`config.mk`:
```
export PLATFORM = sky130hd
export DESIGN_NAME = interrupt_trap_prioritizer
export DESIGN_NICKNAME = d
export VERILOG_FILES = /design/src/logic/trap_prio_pkg.sv /design/src/logic/pin_sync.sv /design/src/logic/prio_pick.sv /design/src/logic/interrupt_trap_prioritizer.sv
export SDC_FILE = /design/constraint.sdc
export NUM_CORES = 1
export LEC_CHECK = 0
export BUFFER_PORTS_ARGS = -buffer_cell sky130_fd_sc_hd__buf_4
export CAP_MARGIN = 0
export CORE_UTILIZATION = 66
export DETAILED_ROUTE_END_ITERATION = 7
export GPL_TIMING_DRIVEN = 0
export PLACE_DENSITY = 0.87
export SYNTH_ARGS = -nofsm -noshare
export SYNTH_HDL_FRONTEND = slang
export SYNTH_SLANG_ARGS = --single-unit
```
`constraint.sdc`:
```
create_clock -name ref_clk -period 102.4 [get_ports ref_clk]
set_input_delay 5.12 -clock ref_clk [delete_from_list [all_inputs] [get_ports ref_clk]]
set_output_delay 5.12 -clock ref_clk [all_outputs]
set_load 0.01 [all_outputs]
```
`src/logic/trap_prio_pkg.sv`:
```
// Shared constants, types and lookup functions of the interrupt and trap prioritizer
package trap_prio_pkg;

  // Source count and field widths
  localparam int unsigned NUM_SRC = 23;
  localparam int unsigned CTRL_W = 8;
  localparam int unsigned PRIORITY_LEVEL_W = 4;
  localparam int unsigned GROUP_LEVEL_W = 2;
  localparam int unsigned TNUM_W = 7;
  localparam int unsigned VEC_W = 24;
  localparam int unsigned ADDR_W = 12;
  localparam int unsigned NUM_CLASS_A = 3;
  localparam int unsigned NUM_CLASS_B = 5;

  // Control byte layout
  localparam int unsigned IR_BIT = 7;
  localparam int unsigned IE_BIT = 6;
  localparam int unsigned PRIORITY_LEVEL_LSB = 2;
  localparam int unsigned GROUP_LEVEL_LSB = 0;
  localparam logic [CTRL_W-1:0] CTRL_RESET = 8'h00;
  localparam logic [PRIORITY_LEVEL_W-1:0] PRIORITY_LEVEL_MAX = 4'hF;

  // Fixed trap numbers
  localparam logic [TNUM_W-1:0] TNUM_RESET = 7'h00;
  localparam logic [TNUM_W-1:0] TNUM_NMI = 7'h02;
  localparam logic [TNUM_W-1:0] TNUM_STACK_OVERFLOW = 7'h04;
  localparam logic [TNUM_W-1:0] TNUM_STACK_UNDERFLOW = 7'h06;
  localparam logic [TNUM_W-1:0] TNUM_CLASS_B = 7'h0A;

  // Register byte offsets
  localparam logic [ADDR_W-1:0] OFF_SRC_BASE = 12'h000;
  localparam logic [ADDR_W-1:0] OFF_TRAP_FLAG = 12'h100;
  localparam logic [ADDR_W-1:0] OFF_STATUS = 12'h104;

  // Trap flag register bit positions
  localparam int unsigned TF_NMI = 15;
  localparam int unsigned TF_STACK_OVERFLOW = 14;
  localparam int unsigned TF_STACK_UNDERFLOW = 13;
  localparam int unsigned TF_CLASS_B_LSB = 0;

  // Status register fields
  localparam int unsigned STAT_RUN_LSB = 0;
  localparam int unsigned STAT_OFFER = 2;
  localparam int unsigned STAT_SW = 3;
  localparam int unsigned STAT_RST = 4;
  localparam int unsigned STAT_NUM_LSB = 8;

  typedef enum logic [1:0] {CLS_NONE, CLS_B, CLS_A, CLS_RESET} trap_class_t;
  typedef enum logic [1:0] {KIND_NONE, KIND_TRAP, KIND_SW, KIND_INT} offer_kind_t;

  function automatic logic [VEC_W-1:0] trap_vector(input logic [TNUM_W-1:0] num);
    return VEC_W'({num, 2'b00});
  endfunction

  function automatic logic [TNUM_W-1:0] src_trap_num(input int unsigned idx);
    case (idx)
      0: return 7'h21;
      1: return 7'h3D;
      2: return 7'h3E;
      3: return 7'h22;
      4: return 7'h23;
      5: return 7'h24;
      6: return 7'h25;
      7: return 7'h26;
      8: return 7'h27;
      9: return 7'h28;
      10: return 7'h29;
      11: return 7'h2A;
      12: return 7'h47;
      13: return 7'h2B;
      14: return 7'h2C;
      15: return 7'h2D;
      16: return 7'h2E;
      17: return 7'h2F;
      18: return 7'h3F;
      19: return 7'h40;
      20: return 7'h41;
      21: return 7'h42;
      22: return 7'h43;
      default: return TNUM_RESET;
    endcase
  endfunction

endpackage

```
`src/logic/pin_sync.sv`:
```
// Three-stage synchroniser that accepts a change once the last two stages agree
`timescale 1ns/1ps
module pin_sync #(
  parameter logic RESET_VAL = 1'b0
) (
  // Clock, reset, enable
  input wire logic ref_clk,
  input wire logic rst_b,
  input wire logic clk_en,
  // Pin and filtered level
  input wire logic pin_in,
  output logic level
);

  logic [2:0] stage_reg;

  always_ff @(posedge ref_clk or negedge rst_b) begin
    if (!rst_b) begin
      stage_reg <= {3{RESET_VAL}};
    end else if (clk_en) begin
      stage_reg <= {stage_reg[1:0], pin_in};
    end
  end

  always_ff @(posedge ref_clk or negedge rst_b) begin
    if (!rst_b) begin
      level <= RESET_VAL;
    end else if (clk_en && (stage_reg[1] == stage_reg[2])) begin
      level <= stage_reg[2];
    end
  end

endmodule // pin_sync

```
`src/logic/prio_pick.sv`:
```
// Picks the enabled pending source with the highest level, then group
`timescale 1ns/1ps
module prio_pick #(
  parameter int unsigned NUM_SRC = trap_prio_pkg::NUM_SRC,
  parameter int unsigned IDX_W = 5
) (
  // Flattened control bytes
  input wire logic [NUM_SRC*trap_prio_pkg::CTRL_W-1:0] ctrl_flat,
  // Winner
  output logic win_valid,
  output logic [IDX_W-1:0] win_idx,
  output logic [trap_prio_pkg::PRIORITY_LEVEL_W-1:0] win_priority_level
);

  localparam int unsigned KEY_W = trap_prio_pkg::PRIORITY_LEVEL_W + trap_prio_pkg::GROUP_LEVEL_W;

  always_comb begin
    logic [trap_prio_pkg::CTRL_W-1:0] c;
    logic [KEY_W-1:0] key;
    logic [KEY_W-1:0] best_key;
    c = '0;
    key = '0;
    best_key = '0;
    win_valid = 1'b0;
    win_idx = '0;
    for (int i = 0; i < NUM_SRC; i++) begin
      c = ctrl_flat[i*trap_prio_pkg::CTRL_W +: trap_prio_pkg::CTRL_W];
      key = c[trap_prio_pkg::GROUP_LEVEL_LSB +: KEY_W];
      // Level first, group breaks ties, lowest index on full tie
      if (c[trap_prio_pkg::IR_BIT] && c[trap_prio_pkg::IE_BIT] && (!win_valid || key > best_key)) begin
        win_valid = 1'b1;
        win_idx = IDX_W'(i);
        best_key = key;
      end
    end
    win_priority_level = best_key[KEY_W-1 -: trap_prio_pkg::PRIORITY_LEVEL_W];
  end

endmodule // prio_pick

```
`src/logic/interrupt_trap_prioritizer.sv`:
```
// Interrupt and hardware trap prioritizer with APB control registers
//
// Implementation choices: the APB register port and the placing of the registers.
`timescale 1ns/1ps

// Summary of operation
// - Priority level Fh ranks most urgent, 0h least urgent.
// - Among equal levels, group level 3 wins and 0 loses.
// - A request joins arbitration only while its enable bit is one.
// - Request flag reads one while a request is outstanding.
// - Low byte holds flag bit 7, enable 6, level 5:2, group 1:0.
// - Upper control byte reads zero and ignores writes.
// - Every control bit is readable and writable by software.
// - Each source has a fixed trap number and vector location.
// - Hardware traps cannot be masked and branch to their own vector.
// - Each hardware trap sets its own bit in the trap flag register.
// - A trap pre-empts everything except a running trap of equal or higher class.
// - Interrupts cannot interrupt a running hardware trap service.
// - All resets share top priority, trap number 00h, vector 0.
// - Class A traps rank second with vectors 08h, 10h, 18h.
// - Class B traps share vector 28h, number 0Ah, rank third.
// - Reset and hardware trap service force CPU level to 15.
module interrupt_trap_prioritizer #(
  parameter int unsigned NUM_SRC = trap_prio_pkg::NUM_SRC
) (
  // Clock, reset, enable
  input wire logic ref_clk,
  input wire logic rst_b,
  input wire logic clk_en,
  // APB slave
  input wire logic [trap_prio_pkg::ADDR_W-1:0] paddr,
  input wire logic psel,
  input wire logic penable,
  input wire logic pwrite,
  input wire logic [31:0] pwdata,
  input wire logic [3:0] pstrb,
  output logic [31:0] prdata,
  output logic pready,
  output logic pslverr,
  // Peripheral request strobes
  input wire logic [NUM_SRC-1:0] src_req,
  // Trap and reset events
  input wire logic nmi_b,
  input wire logic stack_overflow,
  input wire logic stack_underflow,
  input wire logic [trap_prio_pkg::NUM_CLASS_B-1:0] class_b_fault,
  input wire logic sw_reset_req,
  input wire logic wdt_overflow,
  // CPU side
  input wire logic [trap_prio_pkg::PRIORITY_LEVEL_W-1:0] cpu_priority_level,
  input wire logic cpu_ack,
  input wire logic trap_done,
  input wire logic sw_trap_req,
  input wire logic [trap_prio_pkg::TNUM_W-1:0] sw_trap_num,
  output logic offer_valid,
  output logic [trap_prio_pkg::TNUM_W-1:0] offer_trap_num,
  output logic [trap_prio_pkg::VEC_W-1:0] offer_vector,
  output logic [trap_prio_pkg::PRIORITY_LEVEL_W-1:0] offer_priority_level,
  output logic offer_hw_trap,
  output logic trap_service
);

  localparam int unsigned IDX_W = (NUM_SRC > 1) ? $clog2(NUM_SRC) : 1;
  localparam int unsigned CW = trap_prio_pkg::CTRL_W;
  localparam int unsigned SRC_SPAN = NUM_SRC * 4;

  // Register file and pending state
  logic [CW-1:0] ctrl_reg [NUM_SRC];
  logic [15:0] trap_flag_reg;
  logic rst_pend_reg;
  logic [trap_prio_pkg::NUM_CLASS_A-1:0] a_pend_reg;
  logic b_pend_reg;
  logic sw_pend_reg;
  logic [trap_prio_pkg::TNUM_W-1:0] sw_num_reg;
  trap_prio_pkg::trap_class_t run_cls_reg;

  // Registered offer bookkeeping
  trap_prio_pkg::offer_kind_t kind_reg;
  trap_prio_pkg::trap_class_t cls_reg;
  logic [1:0] abit_reg;
  logic [IDX_W-1:0] idx_reg;

  // NMI edge detection
  logic nmi_level;
  logic nmi_prev_reg;
  logic nmi_evt;

  // Arbiter
  logic [NUM_SRC*CW-1:0] ctrl_flat;
  logic win_valid;
  logic [IDX_W-1:0] win_idx;
  logic [trap_prio_pkg::PRIORITY_LEVEL_W-1:0] win_priority_level;

  // Candidate offer
  trap_prio_pkg::trap_class_t cand_cls;
  trap_prio_pkg::offer_kind_t cand_kind;
  logic [1:0] cand_abit;
  logic cand_valid;
  logic [trap_prio_pkg::TNUM_W-1:0] cand_num;
  logic [trap_prio_pkg::PRIORITY_LEVEL_W-1:0] cand_priority_level;
  logic cand_hw;

  // Bus decode
  logic apb_access;
  logic apb_commit;
  logic wr_en;
  logic rd_hit;
  logic [31:0] rd_val;
  logic [31:0] status_val;

  // Acknowledge decode
  logic ack;
  logic ack_trap;
  logic ack_sw;
  logic ack_int;

  function automatic logic src_hit(input logic [trap_prio_pkg::ADDR_W-1:0] a);
    return (a >= trap_prio_pkg::OFF_SRC_BASE) && (a < trap_prio_pkg::OFF_SRC_BASE + SRC_SPAN)
           && (a[1:0] == 2'b00);
  endfunction

  function automatic logic [IDX_W-1:0] src_index(input logic [trap_prio_pkg::ADDR_W-1:0] a);
    logic [trap_prio_pkg::ADDR_W-1:0] rel;
    rel = a - trap_prio_pkg::OFF_SRC_BASE;
    return IDX_W'(rel >> 2);
  endfunction

  pin_sync #(
    .RESET_VAL(1'b1)
  ) nmi_sync (
    .ref_clk(ref_clk),
    .rst_b(rst_b),
    .clk_en(clk_en),
    .pin_in(nmi_b),
    .level(nmi_level)
  );

  always_ff @(posedge ref_clk or negedge rst_b) begin
    if (!rst_b) begin
      nmi_prev_reg <= 1'b1;
    end else if (clk_en) begin
      nmi_prev_reg <= nmi_level;
    end
  end

  assign nmi_evt = nmi_prev_reg & ~nmi_level;

  always_comb begin
    for (int i = 0; i < NUM_SRC; i++) begin
      ctrl_flat[i*CW +: CW] = ctrl_reg[i];
    end
  end

  prio_pick #(
    .NUM_SRC(NUM_SRC),
    .IDX_W(IDX_W)
  ) arbiter (
    .ctrl_flat(ctrl_flat),
    .win_valid(win_valid),
    .win_idx(win_idx),
    .win_priority_level(win_priority_level)
  );

  // APB: one wait state, data and answer registered
  assign apb_access = psel & penable & ~pready;
  assign apb_commit = psel & penable & pready;
  assign wr_en = apb_commit & pwrite & ~pslverr;

  always_comb begin
    status_val = '0;
    status_val[trap_prio_pkg::STAT_RUN_LSB +: 2] = run_cls_reg;
    status_val[trap_prio_pkg::STAT_OFFER] = offer_valid;
    status_val[trap_prio_pkg::STAT_SW] = sw_pend_reg;
    status_val[trap_prio_pkg::STAT_RST] = rst_pend_reg;
    status_val[trap_prio_pkg::STAT_NUM_LSB +: trap_prio_pkg::TNUM_W] = offer_trap_num;
  end

  always_comb begin
    rd_hit = 1'b1;
    rd_val = '0;
    if (src_hit(paddr)) begin
      rd_val = 32'(ctrl_reg[src_index(paddr)]);
    end else if (paddr == trap_prio_pkg::OFF_TRAP_FLAG) begin
      rd_val = 32'(trap_flag_reg);
    end else if (paddr == trap_prio_pkg::OFF_STATUS) begin
      rd_val = status_val;
    end else begin
      rd_hit = 1'b0;
    end
  end

  always_ff @(posedge ref_clk or negedge rst_b) begin
    if (!rst_b) begin
      pready <= 1'b0;
      pslverr <= 1'b0;
      prdata <= '0;
    end else if (clk_en) begin
      pready <= apb_access;
      pslverr <= apb_access & ~rd_hit;
      if (apb_access && !pwrite) begin
        prdata <= rd_hit ? rd_val : '0;
      end
    end
  end

  // Acknowledge consumes what the CPU saw on the offer outputs
  assign ack = offer_valid & cpu_ack;
  assign ack_trap = ack && (kind_reg == trap_prio_pkg::KIND_TRAP);
  assign ack_sw = ack && (kind_reg == trap_prio_pkg::KIND_SW);
  assign ack_int = ack && (kind_reg == trap_prio_pkg::KIND_INT);

  // Control registers; hardware set beats software or acknowledge clear
  always_ff @(posedge ref_clk or negedge rst_b) begin
    if (!rst_b) begin
      for (int i = 0; i < NUM_SRC; i++) begin
        ctrl_reg[i] <= trap_prio_pkg::CTRL_RESET;
      end
    end else if (clk_en) begin
      for (int i = 0; i < NUM_SRC; i++) begin
        if (wr_en && pstrb[0] && src_hit(paddr) && (src_index(paddr) == IDX_W'(i))) begin
          ctrl_reg[i] <= pwdata[CW-1:0];
        end
        if (ack_int && (idx_reg == IDX_W'(i))) begin
          ctrl_reg[i][trap_prio_pkg::IR_BIT] <= 1'b0;
        end
        if (src_req[i]) begin
          ctrl_reg[i][trap_prio_pkg::IR_BIT] <= 1'b1;
        end
      end
    end
  end

  // Trap flags: write one to clear, new trap wins
  always_ff @(posedge ref_clk or negedge rst_b) begin
    if (!rst_b) begin
      trap_flag_reg <= '0;
    end else if (clk_en) begin
      trap_flag_reg <= (wr_en && (paddr == trap_prio_pkg::OFF_TRAP_FLAG))
        ? (trap_flag_reg & ~{pstrb[1] ? pwdata[15:8] : 8'h00, pstrb[0] ? pwdata[7:0] : 8'h00})
        : trap_flag_reg;
      if (nmi_evt) trap_flag_reg[trap_prio_pkg::TF_NMI] <= 1'b1;
      if (stack_overflow) trap_flag_reg[trap_prio_pkg::TF_STACK_OVERFLOW] <= 1'b1;
      if (stack_underflow) trap_flag_reg[trap_prio_pkg::TF_STACK_UNDERFLOW] <= 1'b1;
      for (int j = 0; j < trap_prio_pkg::NUM_CLASS_B; j++) begin
        if (class_b_fault[j]) trap_flag_reg[trap_prio_pkg::TF_CLASS_B_LSB + j] <= 1'b1;
      end
    end
  end

  // Pending resets and traps; hardware reset leaves a reset pending
  always_ff @(posedge ref_clk or negedge rst_b) begin
    if (!rst_b) begin
      rst_pend_reg <= 1'b1;
      a_pend_reg <= '0;
      b_pend_reg <= 1'b0;
    end else if (clk_en) begin
      if (ack_trap && (cls_reg == trap_prio_pkg::CLS_RESET)) rst_pend_reg <= 1'b0;
      if (ack_trap && (cls_reg == trap_prio_pkg::CLS_A)) a_pend_reg[abit_reg] <= 1'b0;
      if (ack_trap && (cls_reg == trap_prio_pkg::CLS_B)) b_pend_reg <= 1'b0;
      if (sw_reset_req || wdt_overflow) rst_pend_reg <= 1'b1;
      if (nmi_evt) a_pend_reg[0] <= 1'b1;
      if (stack_overflow) a_pend_reg[1] <= 1'b1;
      if (stack_underflow) a_pend_reg[2] <= 1'b1;
      if (|class_b_fault) b_pend_reg <= 1'b1;
    end
  end

  // Software trap request
  always_ff @(posedge ref_clk or negedge rst_b) begin
    if (!rst_b) begin
      sw_pend_reg <= 1'b0;
      sw_num_reg <= '0;
    end else if (clk_en) begin
      if (ack_sw) sw_pend_reg <= 1'b0;
      if (sw_trap_req) begin
        sw_pend_reg <= 1'b1;
        sw_num_reg <= sw_trap_num;
      end
    end
  end

  // Running trap class
  always_ff @(posedge ref_clk or negedge rst_b) begin
    if (!rst_b) begin
      run_cls_reg <= trap_prio_pkg::CLS_NONE;
      trap_service <= 1'b0;
    end else if (clk_en) begin
      if (ack_trap) begin
        run_cls_reg <= cls_reg;
        trap_service <= 1'b1;
      end else if (trap_done) begin
        run_cls_reg <= trap_prio_pkg::CLS_NONE;
        trap_service <= 1'b0;
      end
    end
  end

  // Candidate selection
  always_comb begin
    cand_cls = trap_prio_pkg::CLS_NONE;
    cand_abit = 2'd0;
    if (rst_pend_reg) begin
      cand_cls = trap_prio_pkg::CLS_RESET;
    end else if (|a_pend_reg) begin
      cand_cls = trap_prio_pkg::CLS_A;
      cand_abit = a_pend_reg[0] ? 2'd0 : (a_pend_reg[1] ? 2'd1 : 2'd2);
    end else if (b_pend_reg) begin
      cand_cls = trap_prio_pkg::CLS_B;
    end
    cand_valid = 1'b0;
    cand_kind = trap_prio_pkg::KIND_NONE;
    cand_num = trap_prio_pkg::TNUM_RESET;
    cand_priority_level = cpu_priority_level;
    cand_hw = 1'b0;
    if (cand_cls > run_cls_reg) begin
      cand_valid = 1'b1;
      cand_kind = trap_prio_pkg::KIND_TRAP;
      cand_hw = 1'b1;
      cand_priority_level = trap_prio_pkg::PRIORITY_LEVEL_MAX;
      case (cand_cls)
        trap_prio_pkg::CLS_RESET: cand_num = trap_prio_pkg::TNUM_RESET;
        trap_prio_pkg::CLS_A: begin
          case (cand_abit)
            2'd0: cand_num = trap_prio_pkg::TNUM_NMI;
            2'd1: cand_num = trap_prio_pkg::TNUM_STACK_OVERFLOW;
            default: cand_num = trap_prio_pkg::TNUM_STACK_UNDERFLOW;
          endcase
        end
        default: cand_num = trap_prio_pkg::TNUM_CLASS_B;
      endcase
    end else if (run_cls_reg == trap_prio_pkg::CLS_NONE) begin
      if (sw_pend_reg) begin
        cand_valid = 1'b1;
        cand_kind = trap_prio_pkg::KIND_SW;
        cand_num = sw_num_reg;
      end else if (win_valid && (win_priority_level > cpu_priority_level)) begin
        cand_valid = 1'b1;
        cand_kind = trap_prio_pkg::KIND_INT;
        cand_num = trap_prio_pkg::src_trap_num(32'(win_idx));
        cand_priority_level = win_priority_level;
      end
    end
  end

  // Offer outputs, refreshed every cycle, dropped for one cycle on acknowledge
  always_ff @(posedge ref_clk or negedge rst_b) begin
    if (!rst_b) begin
      offer_valid <= 1'b0;
      offer_trap_num <= '0;
      offer_vector <= '0;
      offer_priority_level <= '0;
      offer_hw_trap <= 1'b0;
      kind_reg <= trap_prio_pkg::KIND_NONE;
      cls_reg <= trap_prio_pkg::CLS_NONE;
      abit_reg <= 2'd0;
      idx_reg <= '0;
    end else if (clk_en) begin
      offer_valid <= cand_valid & ~ack;
      offer_trap_num <= cand_num;
      offer_vector <= trap_prio_pkg::trap_vector(cand_num);
      offer_priority_level <= cand_priority_level;
      offer_hw_trap <= cand_hw;
      kind_reg <= cand_kind;
      cls_reg <= cand_cls;
      abit_reg <= cand_abit;
      idx_reg <= win_idx;
    end
  end

endmodule // interrupt_trap_prioritizer

```
==> flow_metrics.env <==
export IMPL_worst_pin_slew_ns=1.21
export IMPL_cts_resized=0
export IMPL_fin_crit_ns=47.90
export IMPL_die_w_microns=177
export IMPL_grt_util_met1_pct=56.0
export IMPL_synth_top_area_share_pct=31.8
export IMPL_holdCritStartpoint="prdata[10]$_DFFE_PN0P_"
export IMPL_netlist_instances=2167
export IMPL_status="finished, final reports clean"
export IMPL_cts_setup_buffers=0
export IMPL_ctsHoldBuffers=0
export IMPL_setup_violations=0
export IMPL_critPathLaunchType="flip-flop"
export IMPL_cts_tree="built"
export IMPL_clk_latency_ns=0.57
export IMPL_yosysWarnings=0
export IMPL_yosysTopAreaCell="dfrtp_1"
export IMPL_grt_pass1_vias=18200
export IMPL_hold_path_depth=2
export IMPL_clock_path_buffers=3
export IMPL_h_tree_depth=1
export IMPL_seqCellArea_sq_um=6590
export IMPL_crit_path_end_kind="flip-flop"
export IMPL_final_layout_size_suffix_gt1_share_pct=22.2
export IMPL_gr_max_usage_layer="met2"
export IMPL_wl_per_cell_microns=23.3
export IMPL_hold_violations=0
export IMPL_clock_sinks=263
export IMPL_rrSetupSlack_ns=54.50
export IMPL_drv_slew=0
export IMPL_fmax_mhz=20.9
export IMPL_maxSlewHeadroom_pct=18.8
export IMPL_numCtsBuffers=27
export IMPL_finish_utilization_pct=76.2
export IMPL_viasPerCell=6.87
export IMPL_final_area_sq_um=22800
export IMPL_die_area_sq_um=31400
export IMPL_routed_wl_mm=64.3
export IMPL_largest_register_ffs=184
export IMPL_ir_drop_mv=0.0124
export IMPL_synthToLayoutAreaGrowth_pct=12.5
export IMPL_vias=19000
export IMPL_grt_max_degree=112
export IMPL_die_y_microns=177
export IMPL_synth_ff_type="dfrtp_1"
export IMPL_crit_path_max_fanout=10
export IMPL_rows=63
export IMPL_crit_arrival_ns=48.37
export IMPL_initial_core_util_pct=67.7
export IMPL_r2r_end="offer_trap_num[0]$_DFFE_PN0P_"
export IMPL_dr_pass1_iters=7
export IMPL_synth_edf_count=0
export IMPL_nFillCells=2049
export IMPL_yosysUniqueCellTypes=117
export IMPL_yosysSeqAreaShare_pct=32.6
export IMPL_drt_iter0_markers=2245
export IMPL_place_area_sq_um=21800
export IMPL_clk_pin_slew_ns=0.07
export IMPL_p_leak_uw=0.0104
export IMPL_grtUsageMet2_pct=63.0
export IMPL_min_to="prdata[10]$_DFFE_PN0P_"
export IMPL_grt_pass1_wl_mm=99.8
export IMPL_cpMostUsedCell="ha_1"
export IMPL_antenna_found_initial=2
export IMPL_met3_usage_pct=8.53
export IMPL_crit_slowest_cell="nor3_1"
export IMPL_cp_data_required_time_ns=102.87
export IMPL_pin_count=173
export IMPL_worst_clock_skew_ns=0.0202
export IMPL_r2r_start="ctrl_flat[7]$_DFFE_PN0P_"
export IMPL_power_density_nw_per_um2=11.1
export IMPL_rsz0062_at_grt="false"
export IMPL_dp_hpwl_mm=48.6
export IMPL_setup_tns_ns=0
export IMPL_overflow=0
export IMPL_fin_crit_sh_pct=46.8
export IMPL_worstSetupPathType="flip-flop to flip-flop"
export IMPL_antenna_left=0
export IMPL_synth_seq_cells=263
export IMPL_grt_use_total_pct=41.1
export IMPL_multi_input_area_sq_um=12600
export IMPL_drc=0
export IMPL_avgSynthCellArea_sq_um=9.34
export IMPL_core_area_sq_um=29900
export IMPL_holdCritPathClass="flip-flop to flip-flop"
export IMPL_io_buffers=121
export IMPL_max_cap_violations=0
export IMPL_synthTopCellsByArea="dfrtp_1 32%, mux2_2 10%, ha_1 7.0%"
export IMPL_cpPeakStageDelay_ns=0.78
export IMPL_cts_root_buf="clkbuf_16"
export IMPL_place_congestion=0.988
export IMPL_synthArstFlopShare_pct=100
export IMPL_r2r_cells=220
export IMPL_nNetsFinal=2566
export IMPL_syn_cell_area_sq_um=20200
==> power by group <==
| group | switching, uW | leakage [uW] | internal, uW |
|---|---|---|---|
| Sequential | 4.86 | 0.00330 | 109 |
| Clock | 45.7 | 0.000455 | 59.7 |
| Combinational | 19.0 | 0.00665 | 13.9 |
==> per-layer routing <==
layer  wire length, microns  up-vias  part of all wire [%]
met3                   7570      229                    12
met4                   3150        0                   4.9
li1                       -     8293                     -
met1                  24700     9183                    38
met2                  28900     1278                    45
met5                      0        -                     0
==> how the worst max path moves through the flow <==
| stage | startpoint | end | slack, ns |
|---|---|---|---|
| 2_1_floorplan | ctrl_flat[7]$_DFFE_PN0P_ | offer_trap_num[0]$_DFFE_PN0P_ | 63.05 |
| 3_3_place_gp | ctrl_flat[7]$_DFFE_PN0P_ | offer_trap_num[0]$_DFFE_PN0P_ | 56.95 |
| 3_5_place_dp | ctrl_flat[7]$_DFFE_PN0P_ | offer_trap_num[0]$_DFFE_PN0P_ | 55.93 |
| 4_1_cts | ctrl_flat[7]$_DFFE_PN0P_ | offer_trap_num[0]$_DFFE_PN0P_ | 55.64 |
| 5_1_grt | ctrl_flat[7]$_DFFE_PN0P_ | offer_trap_num[0]$_DFFE_PN0P_ | 50.83 |
| 6_report | ctrl_flat[7]$_DFFE_PN0P_ | offer_trap_num[0]$_DFFE_PN0P_ | 54.50 |
==> area by class of cell <==
type | count | area share (%)
tap | 390 | 2.14
antenna | 2 | 0.0220
multi-input combinational | 1665 | 55.3
timing repair buffer | 124 | 4.30
buffer | 120 | 2.69
inverter | 151 | 2.49
sequential | 263 | 29.0
clock buffer | 35 | 3.28
clock inverter | 15 | 0.814
==> Yosys cell counts (6+ instances only) <==
| master | count |
|---|---|
| a22o_1 | 10 |
| a211o_1 | 9 |
| nor3_1 | 32 |
| dfstp_2 | 6 |
| nand2_1 | 255 |
| or3_1 | 13 |
| a21o_1 | 27 |
| o21a_1 | 16 |
| mux2i_1 | 69 |
| a21oi_1 | 90 |
| nor2_1 | 141 |
| nand3_1 | 41 |
| and4_1 | 6 |
| clkbuf_1 | 61 |
| o31ai_1 | 16 |
| nor4_1 | 7 |
| nand2b_1 | 19 |
| mux2_2 | 183 |
| mux4_2 | 48 |
| o21ai_1 | 16 |
| and2_1 | 22 |
| nand3b_1 | 6 |
| a21boi_0 | 11 |
| nor2b_1 | 19 |
| inv_1 | 149 |
| ha_1 | 113 |
| dfrtp_1 | 257 |
| and3_1 | 17 |
| a31oi_1 | 27 |
| o211ai_1 | 17 |
| a221oi_1 | 6 |
| o22ai_1 | 24 |
| nand4_1 | 21 |
| mux2_4 | 7 |
| xnor2_1 | 13 |
| o21ai_0 | 138 |
| a211oi_1 | 13 |
| buf_4 | 42 |
| a22oi_1 | 10 |
| or2_2 | 12 |
| buf_1 | 14 |
==> worst max-delay path, delay by kind of cell, from the launching register on <==
| kind | cells | cell delay (ns) |
|---|---|---|
| AOI/OAI and AO/OA | 96 | 20.68 |
| and+or+nand+nor | 62 | 10.67 |
| muxes | 15 | 4.56 |
| buffers and inverters | 24 | 4.44 |
| DFF | 1 | 0.46 |
| adders and majority gates | 23 | 6.90 |
==> metrics by stage <==
| stage | total power, uW | worst slack [ns] | instances | hold slack (ns) |
|---|---|---|---|---|
| 2_1_floorplan | 130 | 63.05 | 2199 | 0.447 |
| 6_report | 252 | 54.50 | 2765 | 0.479 |
| 4_1_cts | 250 | 55.64 | 2762 | 0.482 |
| 5_1_grt | 258 | 50.83 | 2764 | 0.506 |
| 3_5_place_dp | 147 | 55.93 | 2712 | 0.467 |
| 3_3_place_gp | 146 | 56.95 | 2710 | 0.457 |
==> cells by family after synthesis <==
group / synth area share, %
xor gates and xnor gates: 0.736
and+or+nand+nor: 15.3
buffers and inverters: 5.83
AOI/OAI and AO/OA: 18.7
other: 0.0185
muxes: 19.9
adders and majority gates: 7.04
DFF: 32.6
==> placed cells by master (no fill, tap or decap), drive strengths merged, types with 30 or more instances in the layout <==
cell type  netlist  layout
a21oi           93      93
ha             113     113
inv            151     153
mux2i           72      72
clkbuf          61      97
nand2          256     256
nand3           42      42
o21ai          155     155
mux4            48      48
a31oi           30      30
dfrtp          257     257
nor2           141     141
buf             59     182
mux2           192     192
conb             1      33
nor3            36      36
No activity file was read; power rests on OpenSTA's default activity.
